File: src/rtl/beur_pkg.sv
// shared constants and types for the bridge uncorrectable error report block
// assumes a single 100 MHz core clock and an active high asynchronous reset
`default_nettype none
package beur_pkg;
  localparam int NUM_ERR = 3;
  // status bit positions of the three link-side errors
  localparam int ERR_FC_PROTO = 0;
  localparam int ERR_RX_OVFL = 1;
  localparam int ERR_MALF_TLP = 2;
  localparam logic [2:0] STS_RST = 3'h0;
  localparam logic STICKY_RST = 1'h0;
  localparam logic PIN_IDLE_N = 1'h1;
  // completion status codes as carried on the link
  localparam logic [2:0] CPL_SC = 3'h0;
  localparam logic [2:0] CPL_UR = 3'h1;
  localparam logic [2:0] CPL_CA = 3'h4;
  localparam logic [31:0] UR_READ_DATA = 32'hFFFF_FFFF;
  localparam logic [31:0] DATA_RST = 32'h0000_0000;

  typedef enum logic [1:0] {
    BEUR_RQ_MEM_RD = 2'b00,
    BEUR_RQ_IO_RD = 2'b01,
    BEUR_RQ_IO_WR = 2'b10,
    BEUR_RQ_OTHER = 2'b11
  } beur_req_t;

  typedef enum logic [1:0] {
    BEUR_RSP_NONE = 2'b00,
    BEUR_RSP_NORMAL = 2'b01,
    BEUR_RSP_TGT_ABORT = 2'b10
  } beur_rsp_t;

  // conventional-bus errors to forward, and what goes out on the link
  typedef enum logic [1:0] {
    BEUR_PE_WRITE = 2'b00,
    BEUR_PE_RD_CPL = 2'b01,
    BEUR_PE_CFG_IO_CPL = 2'b10,
    BEUR_PE_SPLIT_MSG = 2'b11
  } beur_perr_t;

  typedef enum logic [1:0] {
    BEUR_FWD_NONE = 2'b00,
    BEUR_FWD_WR_REQ = 2'b01,
    BEUR_FWD_RD_CPL = 2'b10,
    BEUR_FWD_CPL = 2'b11
  } beur_fwd_t;
endpackage
`default_nettype wire

File: src/rtl/beur_cfg_if.sv
// reporting enables and per-error qualification between the top and the gate
// assumes the enable, mask and severity members are static config bits held by software
`default_nettype none
interface beur_cfg_if;
  logic serr_en;
  logic dev_fatal_en;
  logic dev_nonfatal_en;
  logic root_sys_fatal_en;
  logic root_sys_nonfatal_en;
  logic rec_fatal_en;
  logic rec_nonfatal_en;
  logic int_disable;
  logic [beur_pkg::NUM_ERR-1:0] mask;
  logic [beur_pkg::NUM_ERR-1:0] fatal_sev;
  logic [beur_pkg::NUM_ERR-1:0] serr_due;
  logic [beur_pkg::NUM_ERR-1:0] int_due;
  logic [beur_pkg::NUM_ERR-1:0] sse_due;

  modport src (
    output serr_en, dev_fatal_en, dev_nonfatal_en, root_sys_fatal_en,
    output root_sys_nonfatal_en, rec_fatal_en, rec_nonfatal_en, int_disable,
    output mask, fatal_sev,
    input serr_due, int_due, sse_due
  );
  modport gate (
    input serr_en, dev_fatal_en, dev_nonfatal_en, root_sys_fatal_en,
    input root_sys_nonfatal_en, rec_fatal_en, rec_nonfatal_en, int_disable,
    input mask, fatal_sev,
    output serr_due, int_due, sse_due
  );
endinterface
`default_nettype wire

File: src/rtl/beur_err_gate.sv
// per-error reporting qualification from mask, severity and enables
// assumes the config bits are stable; purely combinational
`default_nettype none
module beur_err_gate #(
  parameter int N = beur_pkg::NUM_ERR
) (
  beur_cfg_if.gate cfg
);
  // severity picks which pair of enables applies
  function automatic logic sev_pick(input logic fatal, input logic f_en, input logic nf_en);
    sev_pick = fatal ? f_en : nf_en;
  endfunction

  always_comb
  begin
    for (int i = 0; i < N; i++)
    begin
      cfg.serr_due[i] = !cfg.mask[i] && (cfg.serr_en ||
        (sev_pick(cfg.fatal_sev[i], cfg.dev_fatal_en, cfg.dev_nonfatal_en) &&
         sev_pick(cfg.fatal_sev[i], cfg.root_sys_fatal_en, cfg.root_sys_nonfatal_en)));
      cfg.int_due[i] = !cfg.int_disable && !cfg.mask[i] &&
        sev_pick(cfg.fatal_sev[i], cfg.rec_fatal_en, cfg.rec_nonfatal_en) &&
        (cfg.serr_en || sev_pick(cfg.fatal_sev[i], cfg.dev_fatal_en, cfg.dev_nonfatal_en));
      cfg.sse_due[i] = !cfg.mask[i] && cfg.serr_en;
    end
  end
endmodule
`default_nettype wire

File: src/rtl/beur_fwd_map.sv
// maps a conventional-bus data error onto the request or completion sent to the link
// assumes one error report per cycle at most; result appears one cycle later
`default_nettype none
module beur_fwd_map (
  input wire logic clk_sys_i,
  input wire logic sys_rst_i,
  input wire logic perr_vld_i,
  input wire beur_pkg::beur_perr_t perr_kind_i,
  output logic fwd_vld_o,
  output beur_pkg::beur_fwd_t fwd_kind_o,
  output logic fwd_poison_o,
  output logic [2:0] fwd_status_o
);
  beur_pkg::beur_fwd_t kind_nxt;
  logic poison_nxt;
  logic [2:0] status_nxt;

  always_comb
  begin
    kind_nxt = beur_pkg::BEUR_FWD_NONE;
    poison_nxt = 1'h0;
    status_nxt = beur_pkg::CPL_SC;
    case (perr_kind_i)
      beur_pkg::BEUR_PE_WRITE:
      begin
        kind_nxt = beur_pkg::BEUR_FWD_WR_REQ;
        poison_nxt = 1'h1;
      end
      beur_pkg::BEUR_PE_RD_CPL:
      begin
        kind_nxt = beur_pkg::BEUR_FWD_RD_CPL;
        poison_nxt = 1'h1;
      end
      beur_pkg::BEUR_PE_CFG_IO_CPL:
      begin
        kind_nxt = beur_pkg::BEUR_FWD_CPL;
        status_nxt = beur_pkg::CPL_CA;
      end
      default:
      begin
        kind_nxt = beur_pkg::BEUR_FWD_CPL;
        status_nxt = beur_pkg::CPL_CA;
      end
    endcase
  end

  always_ff @(posedge clk_sys_i or posedge sys_rst_i)
  begin
    if (sys_rst_i)
    begin
      fwd_vld_o <= 1'h0;
      fwd_kind_o <= beur_pkg::BEUR_FWD_NONE;
      fwd_poison_o <= 1'h0;
      fwd_status_o <= beur_pkg::CPL_SC;
    end
    else
    begin
      fwd_vld_o <= perr_vld_i;
      fwd_kind_o <= perr_vld_i ? kind_nxt : beur_pkg::BEUR_FWD_NONE;
      fwd_poison_o <= perr_vld_i && poison_nxt;
      fwd_status_o <= perr_vld_i ? status_nxt : beur_pkg::CPL_SC;
    end
  end
endmodule
`default_nettype wire

File: src/rtl/beur_top.sv
// bridge uncorrectable error report: link error status, SERR#, INTA#/MSI,
// reverse-path error forwarding and UR/CA answers to the conventional bus
// assumes detection strobes are one-cycle pulses synchronous to clk_sys_i
`default_nettype none
module beur_top #(
  parameter int N = beur_pkg::NUM_ERR
) (
  input wire logic clk_sys_i,
  input wire logic sys_rst_i,
  input wire logic [N-1:0] err_det_i,
  input wire logic [N-1:0] err_mask_i,
  input wire logic [N-1:0] err_fatal_sev_i,
  input wire logic [N-1:0] err_sts_clr_i,
  input wire logic serr_en_i,
  input wire logic dev_fatal_en_i,
  input wire logic dev_nonfatal_en_i,
  input wire logic root_sys_fatal_en_i,
  input wire logic root_sys_nonfatal_en_i,
  input wire logic rec_fatal_en_i,
  input wire logic rec_nonfatal_en_i,
  input wire logic int_disable_i,
  input wire logic msi_en_i,
  input wire logic fatal_det_clr_i,
  input wire logic nonfatal_det_clr_i,
  input wire logic sig_sys_err_clr_i,
  input wire logic int_clr_i,
  input wire logic master_abort_mode_i,
  input wire logic cpl_vld_i,
  input wire logic [2:0] cpl_status_i,
  input wire beur_pkg::beur_req_t cpl_req_i,
  input wire logic [31:0] cpl_data_i,
  input wire logic perr_vld_i,
  input wire beur_pkg::beur_perr_t perr_kind_i,
  output logic [N-1:0] err_sts_o,
  output logic fatal_det_o,
  output logic nonfatal_det_o,
  output logic sig_sys_err_o,
  output logic serr_n_o,
  output logic inta_n_o,
  output logic msi_req_o,
  output logic rsp_vld_o,
  output beur_pkg::beur_rsp_t rsp_kind_o,
  output logic [31:0] rsp_data_o,
  output logic fwd_vld_o,
  output beur_pkg::beur_fwd_t fwd_kind_o,
  output logic fwd_poison_o,
  output logic [2:0] fwd_status_o
);
  beur_cfg_if cfg ();

  logic [N-1:0] err_sts_r;
  logic fatal_det_r;
  logic nonfatal_det_r;
  logic sig_sys_err_r;
  logic serr_n_r;
  logic int_pend_r;
  logic msi_req_r;
  logic rsp_vld_r;
  beur_pkg::beur_rsp_t rsp_kind_r;
  beur_pkg::beur_rsp_t rsp_kind_nxt;
  logic [31:0] rsp_data_r;
  logic [31:0] rsp_data_nxt;
  logic serr_fire;
  logic int_fire;
  logic sse_fire;
  logic fatal_hit;
  logic nonfatal_hit;

  assign cfg.serr_en = serr_en_i;
  assign cfg.dev_fatal_en = dev_fatal_en_i;
  assign cfg.dev_nonfatal_en = dev_nonfatal_en_i;
  assign cfg.root_sys_fatal_en = root_sys_fatal_en_i;
  assign cfg.root_sys_nonfatal_en = root_sys_nonfatal_en_i;
  assign cfg.rec_fatal_en = rec_fatal_en_i;
  assign cfg.rec_nonfatal_en = rec_nonfatal_en_i;
  assign cfg.int_disable = int_disable_i;
  assign cfg.mask = err_mask_i;
  assign cfg.fatal_sev = err_fatal_sev_i;

  beur_err_gate #(
    .N(N)
  ) u_gate (
    .cfg(cfg)
  );

  beur_fwd_map u_fwd (
    .clk_sys_i(clk_sys_i),
    .sys_rst_i(sys_rst_i),
    .perr_vld_i(perr_vld_i),
    .perr_kind_i(perr_kind_i),
    .fwd_vld_o(fwd_vld_o),
    .fwd_kind_o(fwd_kind_o),
    .fwd_poison_o(fwd_poison_o),
    .fwd_status_o(fwd_status_o)
  );

  assign serr_fire = |(err_det_i & cfg.serr_due);
  assign int_fire = |(err_det_i & cfg.int_due);
  assign sse_fire = |(err_det_i & cfg.sse_due);
  assign fatal_hit = |(err_det_i & err_fatal_sev_i);
  assign nonfatal_hit = |(err_det_i & ~err_fatal_sev_i);

  // status bits are sticky; a detection in the clear cycle wins
  always_ff @(posedge clk_sys_i or posedge sys_rst_i)
  begin
    if (sys_rst_i)
      err_sts_r <= beur_pkg::STS_RST;
    else
      err_sts_r <= (err_sts_r & ~err_sts_clr_i) | err_det_i;
  end

  always_ff @(posedge clk_sys_i or posedge sys_rst_i)
  begin
    if (sys_rst_i)
    begin
      fatal_det_r <= beur_pkg::STICKY_RST;
      nonfatal_det_r <= beur_pkg::STICKY_RST;
    end
    else
    begin
      fatal_det_r <= (fatal_det_r && !fatal_det_clr_i) || fatal_hit;
      nonfatal_det_r <= (nonfatal_det_r && !nonfatal_det_clr_i) || nonfatal_hit;
    end
  end

  always_ff @(posedge clk_sys_i or posedge sys_rst_i)
  begin
    if (sys_rst_i)
      sig_sys_err_r <= beur_pkg::STICKY_RST;
    else
      sig_sys_err_r <= (sig_sys_err_r && !sig_sys_err_clr_i) || sse_fire;
  end

  // SERR# is low for one clock after each cycle with a qualifying error
  always_ff @(posedge clk_sys_i or posedge sys_rst_i)
  begin
    if (sys_rst_i)
      serr_n_r <= beur_pkg::PIN_IDLE_N;
    else
      serr_n_r <= !serr_fire;
  end

  // INTA# is level until software acknowledges; MSI is a single request pulse.
  // msi enable is looked at while pending, so a switch mid-way moves the level.
  always_ff @(posedge clk_sys_i or posedge sys_rst_i)
  begin
    if (sys_rst_i)
      int_pend_r <= beur_pkg::STICKY_RST;
    else
      int_pend_r <= (int_pend_r && !int_clr_i) || int_fire;
  end

  always_ff @(posedge clk_sys_i or posedge sys_rst_i)
  begin
    if (sys_rst_i)
      msi_req_r <= 1'h0;
    else
      msi_req_r <= int_fire && msi_en_i;
  end

  // answer to the conventional-bus requester when the link completion returns
  always_comb
  begin
    rsp_kind_nxt = beur_pkg::BEUR_RSP_NORMAL;
    rsp_data_nxt = cpl_data_i;
    case (cpl_status_i)
      beur_pkg::CPL_UR:
      begin
        if (master_abort_mode_i)
        begin
          rsp_kind_nxt = beur_pkg::BEUR_RSP_TGT_ABORT;
          rsp_data_nxt = beur_pkg::DATA_RST;
        end
        else if (cpl_req_i == beur_pkg::BEUR_RQ_MEM_RD ||
                 cpl_req_i == beur_pkg::BEUR_RQ_IO_RD)
          rsp_data_nxt = beur_pkg::UR_READ_DATA;
        else
          rsp_data_nxt = beur_pkg::DATA_RST;
      end
      beur_pkg::CPL_CA:
      begin
        rsp_kind_nxt = beur_pkg::BEUR_RSP_TGT_ABORT;
        rsp_data_nxt = beur_pkg::DATA_RST;
      end
      default:
      begin
        rsp_kind_nxt = beur_pkg::BEUR_RSP_NORMAL;
        rsp_data_nxt = cpl_data_i;
      end
    endcase
  end

  always_ff @(posedge clk_sys_i or posedge sys_rst_i)
  begin
    if (sys_rst_i)
    begin
      rsp_vld_r <= 1'h0;
      rsp_kind_r <= beur_pkg::BEUR_RSP_NONE;
      rsp_data_r <= beur_pkg::DATA_RST;
    end
    else
    begin
      rsp_vld_r <= cpl_vld_i;
      rsp_kind_r <= cpl_vld_i ? rsp_kind_nxt : beur_pkg::BEUR_RSP_NONE;
      rsp_data_r <= cpl_vld_i ? rsp_data_nxt : beur_pkg::DATA_RST;
    end
  end

  assign err_sts_o = err_sts_r;
  assign fatal_det_o = fatal_det_r;
  assign nonfatal_det_o = nonfatal_det_r;
  assign sig_sys_err_o = sig_sys_err_r;
  assign serr_n_o = serr_n_r;
  assign inta_n_o = !(int_pend_r && !msi_en_i);
  assign msi_req_o = msi_req_r;
  assign rsp_vld_o = rsp_vld_r;
  assign rsp_kind_o = rsp_kind_r;
  assign rsp_data_o = rsp_data_r;

  fc_sts_set_a: assert property (@(posedge clk_sys_i) disable iff (sys_rst_i)
    err_det_i[beur_pkg::ERR_FC_PROTO] |=> err_sts_o[beur_pkg::ERR_FC_PROTO])
    else $error("flow control error status not set");

  ovfl_sts_set_a: assert property (@(posedge clk_sys_i) disable iff (sys_rst_i)
    err_det_i[beur_pkg::ERR_RX_OVFL] |=> err_sts_o[beur_pkg::ERR_RX_OVFL])
    else $error("receiver overflow status not set");

  malf_sts_set_a: assert property (@(posedge clk_sys_i) disable iff (sys_rst_i)
    err_det_i[beur_pkg::ERR_MALF_TLP] |=> err_sts_o[beur_pkg::ERR_MALF_TLP])
    else $error("malformed TLP status not set");

  malf_sts_hold_a: assert property (@(posedge clk_sys_i) disable iff (sys_rst_i)
    err_sts_o[beur_pkg::ERR_MALF_TLP] && !err_sts_clr_i[beur_pkg::ERR_MALF_TLP]
    |=> err_sts_o[beur_pkg::ERR_MALF_TLP])
    else $error("malformed TLP status lost without clear");

  serr_masked_a: assert property (@(posedge clk_sys_i) disable iff (sys_rst_i)
    (err_det_i & ~err_mask_i) == '0 |=> serr_n_o)
    else $error("SERR# asserted with all errors masked");

  serr_direct_a: assert property (@(posedge clk_sys_i) disable iff (sys_rst_i)
    (|(err_det_i & ~err_mask_i)) && serr_en_i
    |=> !serr_n_o ##1 (serr_n_o || $past(|(err_det_i & ~err_mask_i))))
    else $error("SERR# not pulsed with SERR enable");

  sev_pick_a: assert property (@(posedge clk_sys_i) disable iff (sys_rst_i)
    err_det_i[0] && !err_mask_i[0] && !serr_en_i && err_fatal_sev_i[0] && !dev_fatal_en_i
    && err_det_i[2:1] == 2'h0 |=> serr_n_o)
    else $error("fatal error reported without fatal enable");

  int_gate_a: assert property (@(posedge clk_sys_i) disable iff (sys_rst_i)
    int_disable_i && !int_pend_r |=> !int_pend_r)
    else $error("interrupt raised while disabled");

  msi_path_a: assert property (@(posedge clk_sys_i) disable iff (sys_rst_i)
    int_fire && msi_en_i |=> msi_req_o && inta_n_o)
    else $error("MSI not sent or INTA# driven with MSI enabled");

  dev_sts_a: assert property (@(posedge clk_sys_i) disable iff (sys_rst_i)
    nonfatal_hit ##1 !nonfatal_det_clr_i |=> nonfatal_det_o)
    else $error("non-fatal detected bit not held");

  sse_set_a: assert property (@(posedge clk_sys_i) disable iff (sys_rst_i)
    (|(err_det_i & ~err_mask_i)) && serr_en_i |=> sig_sys_err_o)
    else $error("signaled system error not set");

  ur_read_a: assert property (@(posedge clk_sys_i) disable iff (sys_rst_i)
    cpl_vld_i && cpl_status_i == beur_pkg::CPL_UR && !master_abort_mode_i
    && cpl_req_i != beur_pkg::BEUR_RQ_IO_WR && cpl_req_i != beur_pkg::BEUR_RQ_OTHER
    |=> rsp_vld_o && rsp_kind_o == beur_pkg::BEUR_RSP_NORMAL
    && rsp_data_o == beur_pkg::UR_READ_DATA)
    else $error("UR read did not return all ones");

  ur_abort_a: assert property (@(posedge clk_sys_i) disable iff (sys_rst_i)
    cpl_vld_i && cpl_status_i == beur_pkg::CPL_UR && master_abort_mode_i
    |=> rsp_kind_o == beur_pkg::BEUR_RSP_TGT_ABORT)
    else $error("UR with master-abort mode set not target abort");

  ca_abort_a: assert property (@(posedge clk_sys_i) disable iff (sys_rst_i)
    cpl_vld_i && cpl_status_i == beur_pkg::CPL_CA
    |=> rsp_vld_o && rsp_kind_o == beur_pkg::BEUR_RSP_TGT_ABORT)
    else $error("CA completion not answered with target abort");

  poison_fwd_a: assert property (@(posedge clk_sys_i) disable iff (sys_rst_i)
    perr_vld_i && perr_kind_i == beur_pkg::BEUR_PE_WRITE
    |=> fwd_poison_o && fwd_kind_o == beur_pkg::BEUR_FWD_WR_REQ)
    else $error("parity write not forwarded poisoned");

  ca_fwd_a: assert property (@(posedge clk_sys_i) disable iff (sys_rst_i)
    perr_vld_i && perr_kind_i == beur_pkg::BEUR_PE_CFG_IO_CPL
    |=> fwd_status_o == beur_pkg::CPL_CA && !fwd_poison_o)
    else $error("cfg/IO completion error not forwarded as CA");
endmodule
`default_nettype wire

File: config.mk
export PLATFORM = sky130hd
export DESIGN_NAME = beur_top
export DESIGN_NICKNAME = d
export VERILOG_FILES = /design/src/rtl/beur_pkg.sv /design/src/rtl/beur_cfg_if.sv /design/src/rtl/beur_err_gate.sv /design/src/rtl/beur_fwd_map.sv /design/src/rtl/beur_top.sv
export SDC_FILE = /design/constraint.sdc
export NUM_CORES = 1
export LEC_CHECK = 0
export ABC_CLOCK_PERIOD_IN_PS = 1510
export BUFFER_PORTS_ARGS = -buffer_cell sky130_fd_sc_hd__buf_2
export CAP_MARGIN = 30
export CORE_AREA = 2 2 64 91
export DETAILED_ROUTE_END_ITERATION = 10
export DIE_AREA = 0 0 66 93
export HOLD_SLACK_MARGIN = 0.12
export PLACE_DENSITY = 0.75
export SLEW_MARGIN = 20
export SYNTH_ARGS = -nofsm -noshare
export SYNTH_HDL_FRONTEND = slang
export SYNTH_HIERARCHICAL = 1
export SYNTH_SLANG_ARGS = --single-unit
export TNS_END_PERCENT = 5
File: constraint.sdc
create_clock -name clk_sys_i -period 1.51 [get_ports clk_sys_i]
set_input_delay 0.151 -clock clk_sys_i [delete_from_list [all_inputs] [get_ports clk_sys_i]]
set_output_delay 0.151 -clock clk_sys_i [all_outputs]
set_load 0.1 [all_outputs]
# == After elaboration in Yosys (flattened, before gate mapping) ==
# Cells that the tools add are included.
# totals
ff_bits,51
latchBits,0
ramBits,0
romBits,0
input_bits,69
output_inout_bits,51
elab_cells,103
memories,0
# classes
n_addsub,0
n_mul,0
div,0
magnitude_cmp,0
eq_ne,4
shift,0
n_mux,21
n_bitwise,9
n_reduce_logical,55
# op_table
operator,count
two-way mux 32 bit,3
case mux 32 bit (2 select lines),1
logical AND 1 bit,25
bitwise AND 3 bit,6
OR reduction 3 bit,5
logical NOT 1 bit,11
logical OR 1 bit,11
two-way mux 1 bit,10
case mux 2 bit (2 select lines),2
two-way mux 2 bit,3
two-way mux 3 bit,2
inverter 3 bit,2
"equality test 2 x 1 -> 1 bit, second input constant",2
logical NOT 2 bit,2
"equality test 3 x 1 -> 1 bit, second input constant",1
"equality test 3 bit, second input constant",1
bitwise OR 3 bit,1
OR reduction 2 bit,1

# == Logic depth before layout (Yosys ltp) ==
# logic_depth
ltp_word,7
depth_mapped,5
mapped_depth_nobuf,5

# == By module ==
# Netlist, hierarchy kept.
# modules_own_cells
module,n_inst,cells_each,area_per_inst_um2,seq_area_each_um2
beur_top,1,161,1966.9,1102.3
beur_err_gate,1,25,188.9,0.0
beur_fwd_map,1,14,180.2,125.1

# == Worst setup path before layout ==
# OpenSTA, ideal clock, no wires.
# synth_path
path_type,flip-flop to flip-flop
from,reg fatal_det_r (netlist: fatal_det_o)
to,reg fatal_det_r (netlist: fatal_det_o)
setup_ns,0.066
arrival_ns,1.254
required_ns,1.444
setup_slack_ns,0.190
stages_incl_launch_ff,4
path_buffers,0
synth_period_minus_slack_ns,1.320
cell_sequence,dfrtp_1 inv_1 o21ai_0 a221o_1
# synth_between
elab_chain_len,2
# synth_lines
element,line,text
from (decl),beur_top.sv:52,logic fatal_det_r;
from (signal assigned),beur_top.sv:116,fatal_det_r <= beur_pkg::STICKY_RST;
from (signal assigned),beur_top.sv:121,fatal_det_r <= (fatal_det_r && !fatal_det_clr_i) || fatal_hit;
logical AND 1 bit,beur_top.sv:121,
logical OR 1 bit,beur_top.sv:121,
# Every way passes these cells.

# == Final worst setup path ==
# layout_path
from,in msi_en_i
to,out inta_n_o
# layout_between
elab_chain_len,3
# layout_lines
element,line,text
from (decl),beur_top.sv:22,"input wire logic msi_en_i,"
logical NOT 1 bit,beur_top.sv:214,assign inta_n_o = !(int_pend_r && !msi_en_i);
logical AND 1 bit,beur_top.sv:214,
logical NOT 1 bit,beur_top.sv:214,
to (decl),beur_top.sv:39,"output logic inta_n_o,"
# Every way passes these cells.

==> out/qor.txt <==
Outcome -> complete, no violations
Layout Cells excl Fill -> 398
Top FF cell, synth -> dfrtp_1
DP Cell Count -> 376
Distinct cell type count after synthesis -> 37
Drt drc -> 0
Min-Delay Endpoint -> rsp_kind_o[0]$_DFF_PP0_
Pin count of the biggest net entering global routing -> 65
Hold WC Path Type -> in2reg
Critical Setup Path Class -> in2out
Worst IR Drop VDD -> 0.770 mV
Drt via density -> 5.09
RD Place Congestion -> 0.679
Util after Layout -> 60.4%
Die Y -> 93 um
Drt wl/cell -> 14.2 um
Startpoint Class -> input port
Final nets -> 398
GRT Residual Overflow -> 0
TritonCTS clock tree -> built
Sequential area share after synthesis -> 52.5%
Vias in the first global route -> 2,118
Clock Skew -> 0 ps
Finish-stage setup viols -> 0
Iter 0 DRT Violations -> 68
Lkg Pwr -> 1.61 nW
Unrepaired setup endpoints after global routing -> false
Die X -> 66 um
Fillers -> 483
Worst reg2reg setup slack -> 600 ps
Netlist Area Pre-Place -> 2340 um^2
Total CTS buffers -> 5
Initial antenna violation count -> 0
#FFs+latches synth -> 49
Hold slack -> 127 ps
Starting Density -> 43.5%
Final Hold Vio Count -> 0
Worst Path Arrival -> 1310 ps
HPWL after DPL -> 4020 um
Worst hold start -> cpl_status_i[1]
DR pass1 iterations -> 4
Worst hold path depth -> 3
Max FO, Critical Path -> 2
Power per Cell Area -> 1100 nW/um^2
Row count -> 32
DR vias -> 2,024
Root buf cell -> clkbuf_8
Post-synth ARST share -> 100%
Routed Antenna Nets -> 0
Clock tree buffer depth -> 2
# diodes -> 0
R2R cell count -> 3
Core Area -> 5370 um^2
Min cycle time layout -> 1460 ps
CP endpoint kind -> output pin
Worst r2r dst -> fatal_det_o$_DFF_PP0_
Area Growth Syn to Fin -> 38.7%
Clock sink count -> 49
Post-synth EDFFs -> 0
WL final -> 5670 um
CP Data Required Time -> 1360 ps
Max Slew Vio Count -> 0
Post-synthesis instance total -> 200
First-pass GRT wire length -> 9110 um
Total track usage -> 19.0%
Input/output buffers -> 116
FMAX -> 686 MHz
MaxCap Viol Count -> 0
Clk slew on worst S/H paths -> 80 ps
Worst R2R Start -> fatal_det_o$_DFF_PP0_
Synth warnings -> 6
Synthesized area per cell -> 11.7 um^2
I/O pin total -> 120
Post_cts resized -> 0
Die area -> 6140 um^2
Depth of the CTS H-tree -> 2
Clock latency reported for the late side of the worst-skew pair -> 300 ps
Period Utilization, post-route -> 96.6%
Layout cells sized above 1 -> 51.8%
-- logic make-up after synthesis --
family | share of synthesized area (%)
compound gates | 30.6
flops | 52.5
buf+inv | 7.28
simple gates | 5.95
mux | 2.73
xor+xnor | 0.696
other cells | 0.161
-- critical path, stage by stage --
cell	delay, ps
dlygate4sd3_1	520
buf_2	110
nand2b_1	100
buf_2	420
-- Yosys cell counts (3+ instances only) --
library cell  number  share of area (%)
dfrtp_1           48                 51
a21oi_1           33                7.1
a211oi_2          30                 16
inv_1             14                2.2
nor2b_1            6                1.6
a211oi_1           5                1.6
buf_4              5                1.6
clkbuf_1           5               0.80
nor2_1             5               0.80
buf_2              4               0.86
o21ai_0            4               0.86
buf_6              3                1.4
mux2_1             3                1.4
mux2i_1            3                1.3
nand2b_1           3               0.80
-- area by class of cell --
cell class                      count  area [um^2]  area share [%]
Sequential cell                    49         1230            37.9
Multi-Input combinational cell    119          953            29.4
Timing Repair Buffer              139          826            25.5
Tap cell                           68         85.1            2.63
Clock buffer                        5         68.8            2.12
Inverter                           15         56.3            1.74
Clock inverter                      3         22.5           0.695
-- layout by cell type, fill, tap and decap left out, drive strengths merged --
master | synthesis | final
a211oi | 35 | 35
buf | 13 | 125
a222oi | 2 | 2
clkbuf | 5 | 5
conb | 1 | 2
a22oi | 1 | 1
xor2 | 1 | 1
o21ai | 5 | 5
and2 | 2 | 2
dlygate4sd3 | 0 | 14
inv | 15 | 15
clkinv | 0 | 3
nand3b | 1 | 1
mux2i | 3 | 3
nand2b | 3 | 3
mux2 | 3 | 3
o21bai | 3 | 3
o21a | 1 | 1
nor3 | 3 | 3
nand2 | 2 | 2
a21oi | 33 | 33
a221o | 2 | 2
a21o | 2 | 2
nor2 | 5 | 5
a21boi | 1 | 1
nor2b | 6 | 6
and2b | 2 | 2
o221ai | 1 | 1
dfrtp | 48 | 48
dfstp | 1 | 1
-- per-stage QoR --
step / setup TNS [ps] / setup WS, ps / total power [mW] / area [um^2]
3_5_place_dp: -63.4 / -63.4 / 2.80 / 3010
3_3_place_gp: -40.5 / -40.5 / 2.79 / 3010
4_1_cts: 0 / 68.5 / 3.61 / 3240
5_1_grt: 0 / 15.1 / 3.72 / 3240
6_report: 0 / 51.6 / 3.56 / 3240
2_1_floorplan: 0 / 190 / 2.52 / 2340
-- flip-flops by register name (all words and copies together), names as in the netlist, 2 cells and up --
register          cells
rsp_data_o           32
u_fwd/fwd_kind_o      2
rsp_kind_o            2
err_sts_o             3
-- power by group --
part	switching, mW	internal (mW)
Clock	0.435	0.329
Sequential	0.0279	1.41
Combinational	1.06	0.300
-- repair_timing --
action | 4_1_cts | 5_1_grt
hold endpoints to repair | 33 | 0
hold buffers | 14 | 0
setup buffers | 0 | 0
-- how the worst max path moves through the flow --
| stage | end | slack (ps) | from | depth (start not counted) |
|---|---|---|---|---|
| floorplan | fatal_det_o$_DFF_PP0_ | 190 | fatal_det_o$_DFF_PP0_ | 3 |
| global placement | int_pend_r$_DFF_PP0_ | -40 | err_fatal_sev_i[0] | 6 |
| detailed placement | int_pend_r$_DFF_PP0_ | -60 | err_fatal_sev_i[0] | 6 |
| CTS | inta_n_o | 70 | msi_en_i | 4 |
| global route | inta_n_o | 20 | msi_en_i | 4 |
| finish | inta_n_o | 50 | msi_en_i | 4 |
-- metal layers --
layer | share of wire (%) | wire (um) | up-vias | GRT usage (%)
met1 | 36 | 2050 | 959 | 20.0
met4 | 1.4 | 79 | 0 | 6.12
li1 | - | - | 970 | -
met5 | 0 | 0 | - | 0
met2 | 54 | 3030 | 86 | 35.3
met3 | 8.9 | 506 | 9 | 5.78
No activity file was read; power rests on OpenSTA's default activity.
